## config.mk

```make
export PLATFORM = sky130hd
export DESIGN_NAME = scg_sleep_clock_gate
export DESIGN_NICKNAME = d
export VERILOG_FILES = /design/src/core/scg_pkg.sv /design/src/core/scg_gate_if.sv /design/src/core/scg_clock_enable.sv /design/src/core/scg_sleep_clock_gate.sv
export SDC_FILE = /design/constraint.sdc
export NUM_CORES = 1
export LEC_CHECK = 0
export BUFFER_PORTS_ARGS = -buffer_cell sky130_fd_sc_hd__buf_4
export CAP_MARGIN = 20
export CORE_ASPECT_RATIO = 1.5
export CORE_UTILIZATION = 49
export CTS_CLUSTER_DIAMETER = 200
export DETAILED_ROUTE_END_ITERATION = 8
export HOLD_SLACK_MARGIN = 0.06
export MAX_ROUTING_LAYER = met4
export PLACE_DENSITY = 0.83
export SLEW_MARGIN = 0
export SYNTH_ARGS = -nofsm -noshare
export SYNTH_HDL_FRONTEND = slang
export SYNTH_SLANG_ARGS = --single-unit
```

## constraint.sdc

```tcl
create_clock -name clk_sys -period 5.15 [get_ports clk_sys]
set_input_delay 0.7725 -clock clk_sys [delete_from_list [all_inputs] [get_ports clk_sys]]
set_output_delay 0.7725 -clock clk_sys [all_outputs]
set_load 0.005 [all_outputs]
```

## src/core/scg_pkg.sv

```systemverilog
/*
  Constants, register map and types for the sleep-mode clock gating block.
  Assumes an AHB-Lite slave decode by hsel and a single system clock.
*/
// Summary of operation
// - set bit clocks its peripheral, clear disables it
// - access to a gated peripheral gives bus fault; here it raises accessFault, a status bit and, if its mask bit is set, irq, and hresp stays OKAY
// - reset clears every gating bit to zero
// - sleep register used only in sleep mode
// - sleep registers apply only with auto-select set
// - reserved bits are read-only and read zero
// - bits 26..24 gate comparators 2..0
// - bits 19..16 gate timers 3..0
// - bit 4 gates the synchronous serial port
// - bits 1 and 0 gate serial ports 1, 0
// - sleep gating register decoded at offset 0x114
`default_nettype none
package scg_pkg;

  // register byte offsets within the system control space
  localparam logic [11:0] SCG_OFF_RUN   = 12'h104;
  localparam logic [11:0] SCG_OFF_SLEEP = 12'h114;
  localparam logic [11:0] SCG_OFF_DEEP  = 12'h124;
  localparam logic [11:0] SCG_OFF_CFG   = 12'h160;
  localparam logic [11:0] SCG_OFF_STAT  = 12'h200;
  localparam logic [11:0] SCG_OFF_MASK  = 12'h204;

  // gating bit positions
  localparam int SCG_BIT_COMPARATOR2  = 26;
  localparam int SCG_BIT_COMPARATOR1  = 25;
  localparam int SCG_BIT_COMPARATOR0  = 24;
  localparam int SCG_BIT_GP_A         = 19;
  localparam int SCG_BIT_GP_B         = 18;
  localparam int SCG_BIT_GP_C         = 17;
  localparam int SCG_BIT_GP_D         = 16;
  localparam int SCG_BIT_SYNC_SERIAL0 = 4;
  localparam int SCG_BIT_SERIAL_PORT1 = 1;
  localparam int SCG_BIT_SERIAL_PORT0 = 0;

  // implemented gating bits, everything else reserved and read as zero
  localparam logic [31:0] SCG_GATE_IMPL = 32'(
    (64'h1 << SCG_BIT_COMPARATOR2) | (64'h1 << SCG_BIT_COMPARATOR1) | (64'h1 << SCG_BIT_COMPARATOR0) |
    (64'h1 << SCG_BIT_GP_A) | (64'h1 << SCG_BIT_GP_B) | (64'h1 << SCG_BIT_GP_C) | (64'h1 << SCG_BIT_GP_D) |
    (64'h1 << SCG_BIT_SYNC_SERIAL0) | (64'h1 << SCG_BIT_SERIAL_PORT1) | (64'h1 << SCG_BIT_SERIAL_PORT0));
  localparam logic [31:0] SCG_GATE_RESET = 32'h0000_0000;

  // clock configuration register: auto sleep gating select
  localparam int          SCG_BIT_AUTO_SEL = 0;
  localparam logic [31:0] SCG_CFG_IMPL     = 32'h0000_0001;
  localparam logic [31:0] SCG_CFG_RESET    = 32'h0000_0000;

  // bus encodings
  localparam logic [2:0] SCG_HSIZE_WORD = 3'h2;
  localparam logic       SCG_HRESP_OKAY = 1'b0;

  typedef enum logic [1:0] {SCG_MODE_RUN, SCG_MODE_SLEEP, SCG_MODE_DEEP} scg_mode_type;

endpackage
`default_nettype wire

```

## src/core/scg_gate_if.sv

```systemverilog
/*
  Bundle between the register front end and the clock enable stage.
  Assumes both sides run on clk_sys.
*/
`timescale 1ns/1ns
`default_nettype none
interface scg_gate_if;
  import scg_pkg::*;
  logic [31:0]  runGate;
  logic [31:0]  sleepGate;
  logic [31:0]  deepGate;
  logic         autoSel;
  scg_mode_type mode;
  logic [31:0]  clkEnable;

  modport ctrl (output runGate, output sleepGate, output deepGate, output autoSel, output mode,
                input clkEnable);
  modport gate (input runGate, input sleepGate, input deepGate, input autoSel, input mode,
                output clkEnable);
endinterface
`default_nettype wire

```

## src/core/scg_clock_enable.sv

```systemverilog
/*
  Clock enable stage: picks run, sleep or deep-sleep gating per power mode
  and registers one enable per peripheral.
  Assumes enables feed integrated clock gate cells downstream.
*/
`timescale 1ns/1ns
`default_nettype none
module scg_clock_enable
  import scg_pkg::*;
(
  input  wire logic clk_sys,
  input  wire logic rst_n,
  scg_gate_if.gate  gif
);

  logic [31:0] nxt_sel;

  // mode picks the source register
  always_comb begin
    nxt_sel = gif.runGate;
    case (gif.mode)
      SCG_MODE_SLEEP: begin
        if (gif.autoSel) begin
          nxt_sel = gif.sleepGate;
        end
      end
      SCG_MODE_DEEP: begin
        if (gif.autoSel) begin
          nxt_sel = gif.deepGate;
        end
      end
      default: begin
        nxt_sel = gif.runGate;
      end
    endcase
  end

  // one registered enable per bit, changes only at a clock edge
  genvar i;
  generate
    for (i = 0; i < 32; i++) begin : g_en
      logic en_ff;
      always_ff @(posedge clk_sys) begin
        if (!rst_n) begin
          en_ff <= SCG_GATE_RESET[i];
        end else begin
          en_ff <= nxt_sel[i] & SCG_GATE_IMPL[i];
        end
      end
      assign gif.clkEnable[i] = en_ff;
    end
  endgenerate

endmodule
`default_nettype wire

```

## src/core/scg_sleep_clock_gate.sv

```systemverilog
/*
  Sleep-mode clock gating control with run and deep-sleep companions,
  AHB-Lite register slave, peripheral access fault detection and interrupt.
  Assumes power mode inputs are asynchronous pins, periphAccess comes from
  the system bus decode on clk_sys, and hsel is driven by the bus decoder.
*/
// The implementer's own choice: the AHB-Lite register port.
`timescale 1ns/1ns
`default_nettype none
module scg_sleep_clock_gate
  import scg_pkg::*;
(
  input  wire logic        clk_sys,
  input  wire logic        rst_n,
  input  wire logic        hsel,
  input  wire logic [31:0] haddr,
  input  wire logic [1:0]  htrans,
  input  wire logic        hwrite,
  input  wire logic [2:0]  hsize,
  input  wire logic [31:0] hwdata,
  input  wire logic        hready,
  output var  logic        hreadyout,
  output var  logic        hresp,
  output var  logic [31:0] hrdata,
  input  wire logic        sleepMode,
  input  wire logic        deepSleepMode,
  input  wire logic [31:0] periphAccess,
  output var  logic [31:0] clkEnable,
  output var  logic [31:0] accessFault,
  output var  logic        irq
);

  scg_gate_if gif ();

  // bus state
  logic        hreadyout_ff;
  logic [31:0] hrdata_ff;
  logic        wrPend_ff;
  logic        rdPend_ff;
  logic [11:0] addr_ff;
  logic        accept;
  logic [31:0] rdValue;

  // registers
  logic [31:0] runGate_ff;
  logic [31:0] sleepGate_ff;
  logic [31:0] deepGate_ff;
  logic [31:0] cfg_ff;
  logic [31:0] stat_ff;
  logic [31:0] mask_ff;
  logic [31:0] nxt_stat;

  // power mode synchronisers and mode
  logic         slpMeta_ff;
  logic         slp_ff;
  logic         dslMeta_ff;
  logic         dsl_ff;
  scg_mode_type mode_ff;

  // fault and interrupt
  logic [31:0] faultEvt;
  logic [31:0] accessFault_ff;
  logic        irq_ff;

  // address phase taken when selected, active and bus ready
  assign accept = hsel && htrans[1] && hready;

  // pending data phase flags
  always_ff @(posedge clk_sys) begin
    if (!rst_n) begin
      wrPend_ff <= 1'b0;
      rdPend_ff <= 1'b0;
      addr_ff   <= 12'h000;
    end else begin
      wrPend_ff <= accept && hwrite && (hsize == SCG_HSIZE_WORD);
      rdPend_ff <= accept && !hwrite;
      if (accept) begin
        addr_ff <= haddr[11:0];
      end
    end
  end

  // one wait state on reads so a preceding write is visible
  always_ff @(posedge clk_sys) begin
    if (!rst_n) begin
      hreadyout_ff <= 1'b1;
    end else begin
      hreadyout_ff <= !(accept && !hwrite);
    end
  end

  // read multiplexer, reserved bits and unmapped offsets read zero
  always_comb begin
    rdValue = 32'h0000_0000;
    case (addr_ff)
      SCG_OFF_RUN: begin
        rdValue = runGate_ff & SCG_GATE_IMPL;
      end
      SCG_OFF_SLEEP: begin
        rdValue = sleepGate_ff & SCG_GATE_IMPL;
      end
      SCG_OFF_DEEP: begin
        rdValue = deepGate_ff & SCG_GATE_IMPL;
      end
      SCG_OFF_CFG: begin
        rdValue = cfg_ff & SCG_CFG_IMPL;
      end
      SCG_OFF_STAT: begin
        rdValue = stat_ff & SCG_GATE_IMPL;
      end
      SCG_OFF_MASK: begin
        rdValue = mask_ff & SCG_GATE_IMPL;
      end
      default: begin
        rdValue = 32'h0000_0000;
      end
    endcase
  end

  // read data captured in the wait cycle
  always_ff @(posedge clk_sys) begin
    if (!rst_n) begin
      hrdata_ff <= 32'h0000_0000;
    end else if (rdPend_ff) begin
      hrdata_ff <= rdValue;
    end
  end

  // gating registers, writes keep only implemented bits
  always_ff @(posedge clk_sys) begin
    if (!rst_n) begin
      runGate_ff   <= SCG_GATE_RESET;
      sleepGate_ff <= SCG_GATE_RESET;
      deepGate_ff  <= SCG_GATE_RESET;
    end else if (wrPend_ff) begin
      if (addr_ff == SCG_OFF_RUN) begin
        runGate_ff <= hwdata & SCG_GATE_IMPL;
      end
      if (addr_ff == SCG_OFF_SLEEP) begin
        sleepGate_ff <= hwdata & SCG_GATE_IMPL;
      end
      if (addr_ff == SCG_OFF_DEEP) begin
        deepGate_ff <= hwdata & SCG_GATE_IMPL;
      end
    end
  end

  // configuration and interrupt mask
  always_ff @(posedge clk_sys) begin
    if (!rst_n) begin
      cfg_ff  <= SCG_CFG_RESET;
      mask_ff <= 32'h0000_0000;
    end else if (wrPend_ff) begin
      if (addr_ff == SCG_OFF_CFG) begin
        cfg_ff <= hwdata & SCG_CFG_IMPL;
      end
      if (addr_ff == SCG_OFF_MASK) begin
        mask_ff <= hwdata & SCG_GATE_IMPL;
      end
    end
  end

  // access to an unclocked peripheral is a fault
  assign faultEvt = periphAccess & ~clkEnable & SCG_GATE_IMPL;

  // sticky status, write one clears, a new event wins over the clear
  always_comb begin
    nxt_stat = stat_ff;
    if (wrPend_ff && addr_ff == SCG_OFF_STAT) begin
      nxt_stat = stat_ff & ~hwdata;
    end
    nxt_stat = (nxt_stat | faultEvt) & SCG_GATE_IMPL;
  end

  // status and fault pulse registers
  always_ff @(posedge clk_sys) begin
    if (!rst_n) begin
      stat_ff        <= 32'h0000_0000;
      accessFault_ff <= 32'h0000_0000;
    end else begin
      stat_ff        <= nxt_stat;
      accessFault_ff <= faultEvt;
    end
  end

  // level interrupt while any unmasked status bit is set
  always_ff @(posedge clk_sys) begin
    if (!rst_n) begin
      irq_ff <= 1'b0;
    end else begin
      irq_ff <= |(stat_ff & mask_ff);
    end
  end

  // two-stage synchronisers for the power mode pins
  always_ff @(posedge clk_sys) begin
    if (!rst_n) begin
      slpMeta_ff <= 1'b0;
      slp_ff     <= 1'b0;
      dslMeta_ff <= 1'b0;
      dsl_ff     <= 1'b0;
    end else begin
      slpMeta_ff <= sleepMode;
      slp_ff     <= slpMeta_ff;
      dslMeta_ff <= deepSleepMode;
      dsl_ff     <= dslMeta_ff;
    end
  end

  // power mode, deep sleep takes precedence
  always_ff @(posedge clk_sys) begin
    if (!rst_n) begin
      mode_ff <= SCG_MODE_RUN;
    end else if (dsl_ff) begin
      mode_ff <= SCG_MODE_DEEP;
    end else if (slp_ff) begin
      mode_ff <= SCG_MODE_SLEEP;
    end else begin
      mode_ff <= SCG_MODE_RUN;
    end
  end

  // hand registers to the enable stage
  assign gif.runGate   = runGate_ff;
  assign gif.sleepGate = sleepGate_ff;
  assign gif.deepGate  = deepGate_ff;
  assign gif.autoSel   = cfg_ff[SCG_BIT_AUTO_SEL];
  assign gif.mode      = mode_ff;

  // registered enables, glitch free by construction
  scg_clock_enable u_enable (
    .clk_sys (clk_sys),
    .rst_n   (rst_n),
    .gif     (gif.gate)
  );

  // outputs
  assign hreadyout   = hreadyout_ff;
  assign hresp       = SCG_HRESP_OKAY;
  assign hrdata      = hrdata_ff;
  assign clkEnable   = gif.clkEnable;
  assign accessFault = accessFault_ff;
  assign irq         = irq_ff;

  // reset leaves every peripheral unclocked
  property p_reset_clear;
    @(posedge clk_sys) $rose(rst_n) |-> (sleepGate_ff == SCG_GATE_RESET) && (clkEnable == SCG_GATE_RESET);
  endproperty
  a_reset_clear: assert property (p_reset_clear) else $error("gating not cleared by reset");

  // sleep register write lands masked
  property p_sleep_write;
    @(posedge clk_sys) disable iff (!rst_n)
      (wrPend_ff && addr_ff == SCG_OFF_SLEEP) |=> (sleepGate_ff == ($past(hwdata) & SCG_GATE_IMPL));
  endproperty
  a_sleep_write: assert property (p_sleep_write) else $error("sleep gate write lost");

  // reserved bits of gating registers read zero
  property p_reserved_zero;
    @(posedge clk_sys) disable iff (!rst_n)
      (rdPend_ff && (addr_ff == SCG_OFF_SLEEP || addr_ff == SCG_OFF_RUN || addr_ff == SCG_OFF_DEEP))
      |=> ((hrdata & ~SCG_GATE_IMPL) == 32'h0000_0000) && hreadyout;
  endproperty
  a_reserved_zero: assert property (p_reserved_zero) else $error("reserved bit read nonzero");

  // sleep mode with auto select follows the sleep register
  property p_sleep_apply;
    @(posedge clk_sys) disable iff (!rst_n)
      (mode_ff == SCG_MODE_SLEEP && gif.autoSel) |=> (clkEnable == $past(sleepGate_ff));
  endproperty
  a_sleep_apply: assert property (p_sleep_apply) else $error("sleep gating not applied");

  // deep sleep with auto select follows the deep register
  property p_deep_apply;
    @(posedge clk_sys) disable iff (!rst_n)
      (mode_ff == SCG_MODE_DEEP && gif.autoSel) |=> (clkEnable == $past(deepGate_ff));
  endproperty
  a_deep_apply: assert property (p_deep_apply) else $error("deep gating not applied");

  // without auto select the run register always applies
  property p_run_fallback;
    @(posedge clk_sys) disable iff (!rst_n)
      !gif.autoSel |=> (clkEnable == $past(runGate_ff));
  endproperty
  a_run_fallback: assert property (p_run_fallback) else $error("run gating not applied");

  // access to gated unit reports a fault next cycle
  property p_fault;
    @(posedge clk_sys) disable iff (!rst_n)
      1'b1 |=> (accessFault == ($past(periphAccess) & ~$past(clkEnable) & SCG_GATE_IMPL));
  endproperty
  a_fault: assert property (p_fault) else $error("fault pulse mismatch");

  // a clocked unit never faults
  property p_clocked_no_fault;
    @(posedge clk_sys) disable iff (!rst_n)
      ((periphAccess & ~clkEnable) == 32'h0000_0000) |=> (accessFault == 32'h0000_0000);
  endproperty
  a_clocked_no_fault: assert property (p_clocked_no_fault) else $error("fault on clocked unit");

  // enables only move when a source or the mode moved
  property p_no_glitch;
    @(posedge clk_sys) disable iff (!rst_n)
      ($stable(runGate_ff) && $stable(sleepGate_ff) && $stable(deepGate_ff) && $stable(mode_ff)
       && $stable(gif.autoSel)) |=> $stable(clkEnable);
  endproperty
  a_no_glitch: assert property (p_no_glitch) else $error("enable changed without cause");

  // comparator 2 bit follows bit 26 in sleep
  property p_comparator2_map;
    @(posedge clk_sys) disable iff (!rst_n)
      (mode_ff == SCG_MODE_SLEEP && gif.autoSel) |=> (clkEnable[SCG_BIT_COMPARATOR2] == $past(sleepGate_ff[26]));
  endproperty
  a_comparator2_map: assert property (p_comparator2_map) else $error("comparator 2 enable mismapped");

  // read answers after exactly one wait cycle
  property p_read_wait;
    @(posedge clk_sys) disable iff (!rst_n)
      (accept && !hwrite) |=> !hreadyout ##1 hreadyout;
  endproperty
  a_read_wait: assert property (p_read_wait) else $error("read wait state wrong");

  // interrupt follows unmasked status
  property p_irq;
    @(posedge clk_sys) disable iff (!rst_n)
      ((stat_ff & mask_ff) != 32'h0000_0000) |=> irq;
  endproperty
  a_irq: assert property (p_irq) else $error("interrupt missing");

  // a fault event sets its status bit, also against a clear in that cycle
  property p_status_set;
    @(posedge clk_sys) disable iff (!rst_n)
      (faultEvt != 32'h0000_0000) |=> ((stat_ff & $past(faultEvt)) == $past(faultEvt));
  endproperty
  a_status_set: assert property (p_status_set) else $error("fault status not set");

  // interrupt stays low while no unmasked status bit is set
  property p_irq_quiet;
    @(posedge clk_sys) disable iff (!rst_n)
      ((stat_ff & mask_ff) == 32'h0000_0000) |=> !irq;
  endproperty
  a_irq_quiet: assert property (p_irq_quiet) else $error("interrupt without status");

  // deep sleep pin wins over the sleep pin
  property p_deep_wins;
    @(posedge clk_sys) disable iff (!rst_n)
      dsl_ff |=> (mode_ff == SCG_MODE_DEEP);
  endproperty
  a_deep_wins: assert property (p_deep_wins) else $error("deep sleep not taken");

endmodule
`default_nettype wire

```

==> results.sh <==
export IMPL_status="completed"
export IMPL_synth_area_top_cells="dfxtp_1, buf_4, mux2i_1"
export IMPL_period_needed_ns=3.25
export IMPL_detailroute_via_count=3838
export IMPL_clock_tree_buffer_depth=2
export IMPL_track_usage_pct=21.2
export IMPL_hold_path_cell_count=1
export IMPL_diodes=0
export IMPL_setup_repair_after_global_routing_missed_its_margin="no"
export IMPL_slew_viols_final=0
export IMPL_mean_syn_cell_area_um2=9.25
export IMPL_post_place_cells=670
export IMPL_timing_critical_path_from_type="register"
export IMPL_cts_root_buf="clkbuf_16"
export IMPL_grt_antenna_before_repair=0
export IMPL_detail_route_first_pass_iterations=5
export IMPL_min_delay_path_class="reg -> reg"
export IMPL_highest_count_cells_in_the_layout_ignoring_fill_and_taps="dfxtp_1, nand2_1, buf_4, conb_1, mux2i_1"
export IMPL_setup_viol_count_final=0
export IMPL_power_share_switching_pct=23.3
export IMPL_grt_pass1_wl_mm=16.7
export IMPL_cpPeakStageDelay_ns=0.79
export IMPL_comb_power_share_pct=7.1
export IMPL_chipHeight_um=124
export IMPL_die_area_um2=10300
export IMPL_maxSlewHeadroom_pct=39.5
export IMPL_number_of_global_route_vias_before_repair=3421
export IMPL_finalSetupTns_ns=0
export IMPL_net_count_of_the_finished_layout=676
export IMPL_clkSlewWorstSetupHoldPaths_ns=0.07
export IMPL_finalClockSkew_ns=0.00803
export IMPL_synth_area_um2=4850
export IMPL_start_util_pct=50.3
export IMPL_cp_required_ns=5.41
export IMPL_detailed_route_wl_mm=10.8
export IMPL_largest_voltage_drop_on_the_vdd_net_mv=0.220
export IMPL_number_of_enable_type_register_cells_in_the_synthesized_netlist=0
export IMPL_netlist_area_leader_share_pct=42.6
export IMPL_p_seq_share_pct=52.9
export IMPL_maximum_number_of_pins_on_one_net_before_global_route_repair=71
export IMPL_portion_of_the_post_synthesis_area_used_by_sequential_elements_pct=42.6
export IMPL_cts_tree="done"
export IMPL_layout_cells_most_common="dfxtp_1"
export IMPL_drt_antenna_violating_nets=0
export IMPL_timing_critical_path_cells="inv_1 > nor4_4 > nand4b_1 > mux2i_1"
export IMPL_cts_sink_cnt=103
export IMPL_detailedPlacementHpwl_mm=7.68
export IMPL_placement_rows=44
export IMPL_ys_ff_latch=103
export IMPL_pre_cts_ws_ns=2.03
export IMPL_placed_cell_area_um2=5090
export IMPL_final_layout_size_suffix_gt1_share_pct=20.4
export IMPL_crit_path_depth=4
export IMPL_internal_power_uw=1200
export IMPL_worstPathBufferInverterCount=1
export IMPL_max_cap_viol_count=0
export IMPL_worstSetupEndpointType="register"
export IMPL_power_switching_uw=366
export IMPL_clock_power_share_pct=39.9
export IMPL_cp_top_family="simple AND/OR/NAND/NOR gates"
export IMPL_synthToLayoutAreaGrowth_pct=10.6
export IMPL_postCtsResizedCells=0
export IMPL_cts_buffers_inserted=9
export IMPL_final_setup_worst_slack_ns=1.90
export IMPL_final_design_area_no_fill_um2=5360
export IMPL_finalCritPeriodShare_pct=63.1
export IMPL_yosys_warnings=0
export IMPL_leakage_uw=0.00227
export IMPL_gp_congestion=0.871
export IMPL_detail_route_iter0_violations=260
export IMPL_floorplan_core_area_um2=9630
export IMPL_instances_no_fill=685
export IMPL_critPathMaxFanout=14
export IMPL_globalRouteOverflowTotal=0
export IMPL_synth_cell_type_count=47
export IMPL_htreeDepth=3
export IMPL_p_total_uw=1570
export IMPL_post_cts_hold_buffer_count=0
export IMPL_port_buffer_count=74
export IMPL_synth_main_ff_cell="dfxtp_1"
export IMPL_crit_path_top_delay_cell="nor4_4"
export IMPL_postSynthCellCount=524
export IMPL_critical_path_class="reg -> reg"
export IMPL_worstPathArrival_ns=3.50
export IMPL_cell_accounting_for_the_most_synthesized_area="dfxtp_1"
export IMPL_vias_per_cell=5.60
export IMPL_clk_insertion_delay_late_ns=0.34
export IMPL_buffers_inserted_during_post_cts_setup_optimization=0
export IMPL_route_detailed_drc=0
export IMPL_reg2reg_slack_ns=1.90
export IMPL_fmax_ghz=0.308
export IMPL_reg2reg_depth=4
export IMPL_wl_per_cell_um=15.8
export IMPL_synth_async_reset_ratio_pct=0
export IMPL_fp_dieW_um=83.2
export IMPL_worstMarginPinSlew_ns=0.907
export IMPL_final_hold_viol_count=0
export IMPL_top_level_ports=207
export IMPL_power_density_over_the_cells_nw_per_um2=293
-- cell families (layout without fill, tap and decap cells) --
group | count (synthesis) | after routing | share of synthesized area (%)
buf+inv | 117 | 97 | 15.3
simple gates | 165 | 165 | 16.9
mux | 59 | 59 | 12.4
other cells | 1 | 67 | 0.0774
compound gates | 77 | 77 | 12.2
fa+ha+maj | 2 | 2 | 0.516
flops | 103 | 103 | 42.6
-- Yosys cell counts, drive strengths merged, types with 5 or more instances --
cell type,n
dfxtp,103
buf,89
nand2,85
mux2i,50
clkbuf,22
nand3,22
a21oi,14
nor2,14
a22o,12
a22oi,12
a31o,10
nand4,10
nor3b,10
a32oi,9
mux2,9
o2bb2ai,9
and2,5
inv,5
-- power groups by stage --
stage	sequential (µW)	combinational (µW)	clock [µW]
after CTS	830	111	631
after detailed placement	848	110	0
after floorplan	839	106	0
after global routing	831	123	661
final	830	112	626
after global placement	847	107	0
-- registers in the layout, indices dropped and copies added, names as in the netlist, 2 cells and up --
register	count
accessFault	10
addr_ff	12
deepGate_ff	10
gif.mode	2
gif.runGate	10
gif.sleepGate	10
hrdata	10
mask_ff	10
stat_ff	10
u_enable.g_en.en_ff	10
-- metal layers --
metal	wire (µm)	GRT usage [%]	vias up
met3	607	3.25	37
li1	-	-	1783
met4	352	12.0	0
met2	5650	37.1	188
met1	4190	23.1	1830
met5	0	-	-
-- worst register-to-register path, stage by stage, from the launching register on --
cell      delay [ns]
dfxtp_1         0.75
inv_1           0.44
nor4_4          0.79
nand4b_1        0.80
mux2i_1         0.38
-- final timing paths --
check / startpoint / to
min reg2reg: dsl_ff / gif.mode[0]
min: dsl_ff / gif.mode[0]
max reg2reg: addr_ff[2] / deepGate_ff[16]
max: addr_ff[2] / deepGate_ff[16]
-- layout make-up --
cell class	instances	area, µm²
multi-input combinational	370	2290
timing repair buffer	76	571
tap	115	144
clock buffer	10	239
sequential	103	2060
inverter	6	22.5
fill	819	4270
clock inverter	5	33.8
-- through the flow --
step | hold WS, ns | util, %
floorplan | 0.382 | -
global placement | 0.389 | 52.8
detailed placement | 0.400 | 52.8
CTS | 0.410 | 55.6
global route | 0.453 | 55.6
finish | 0.410 | 55.6
Note: power is estimated with default switching activity, not from simulation.
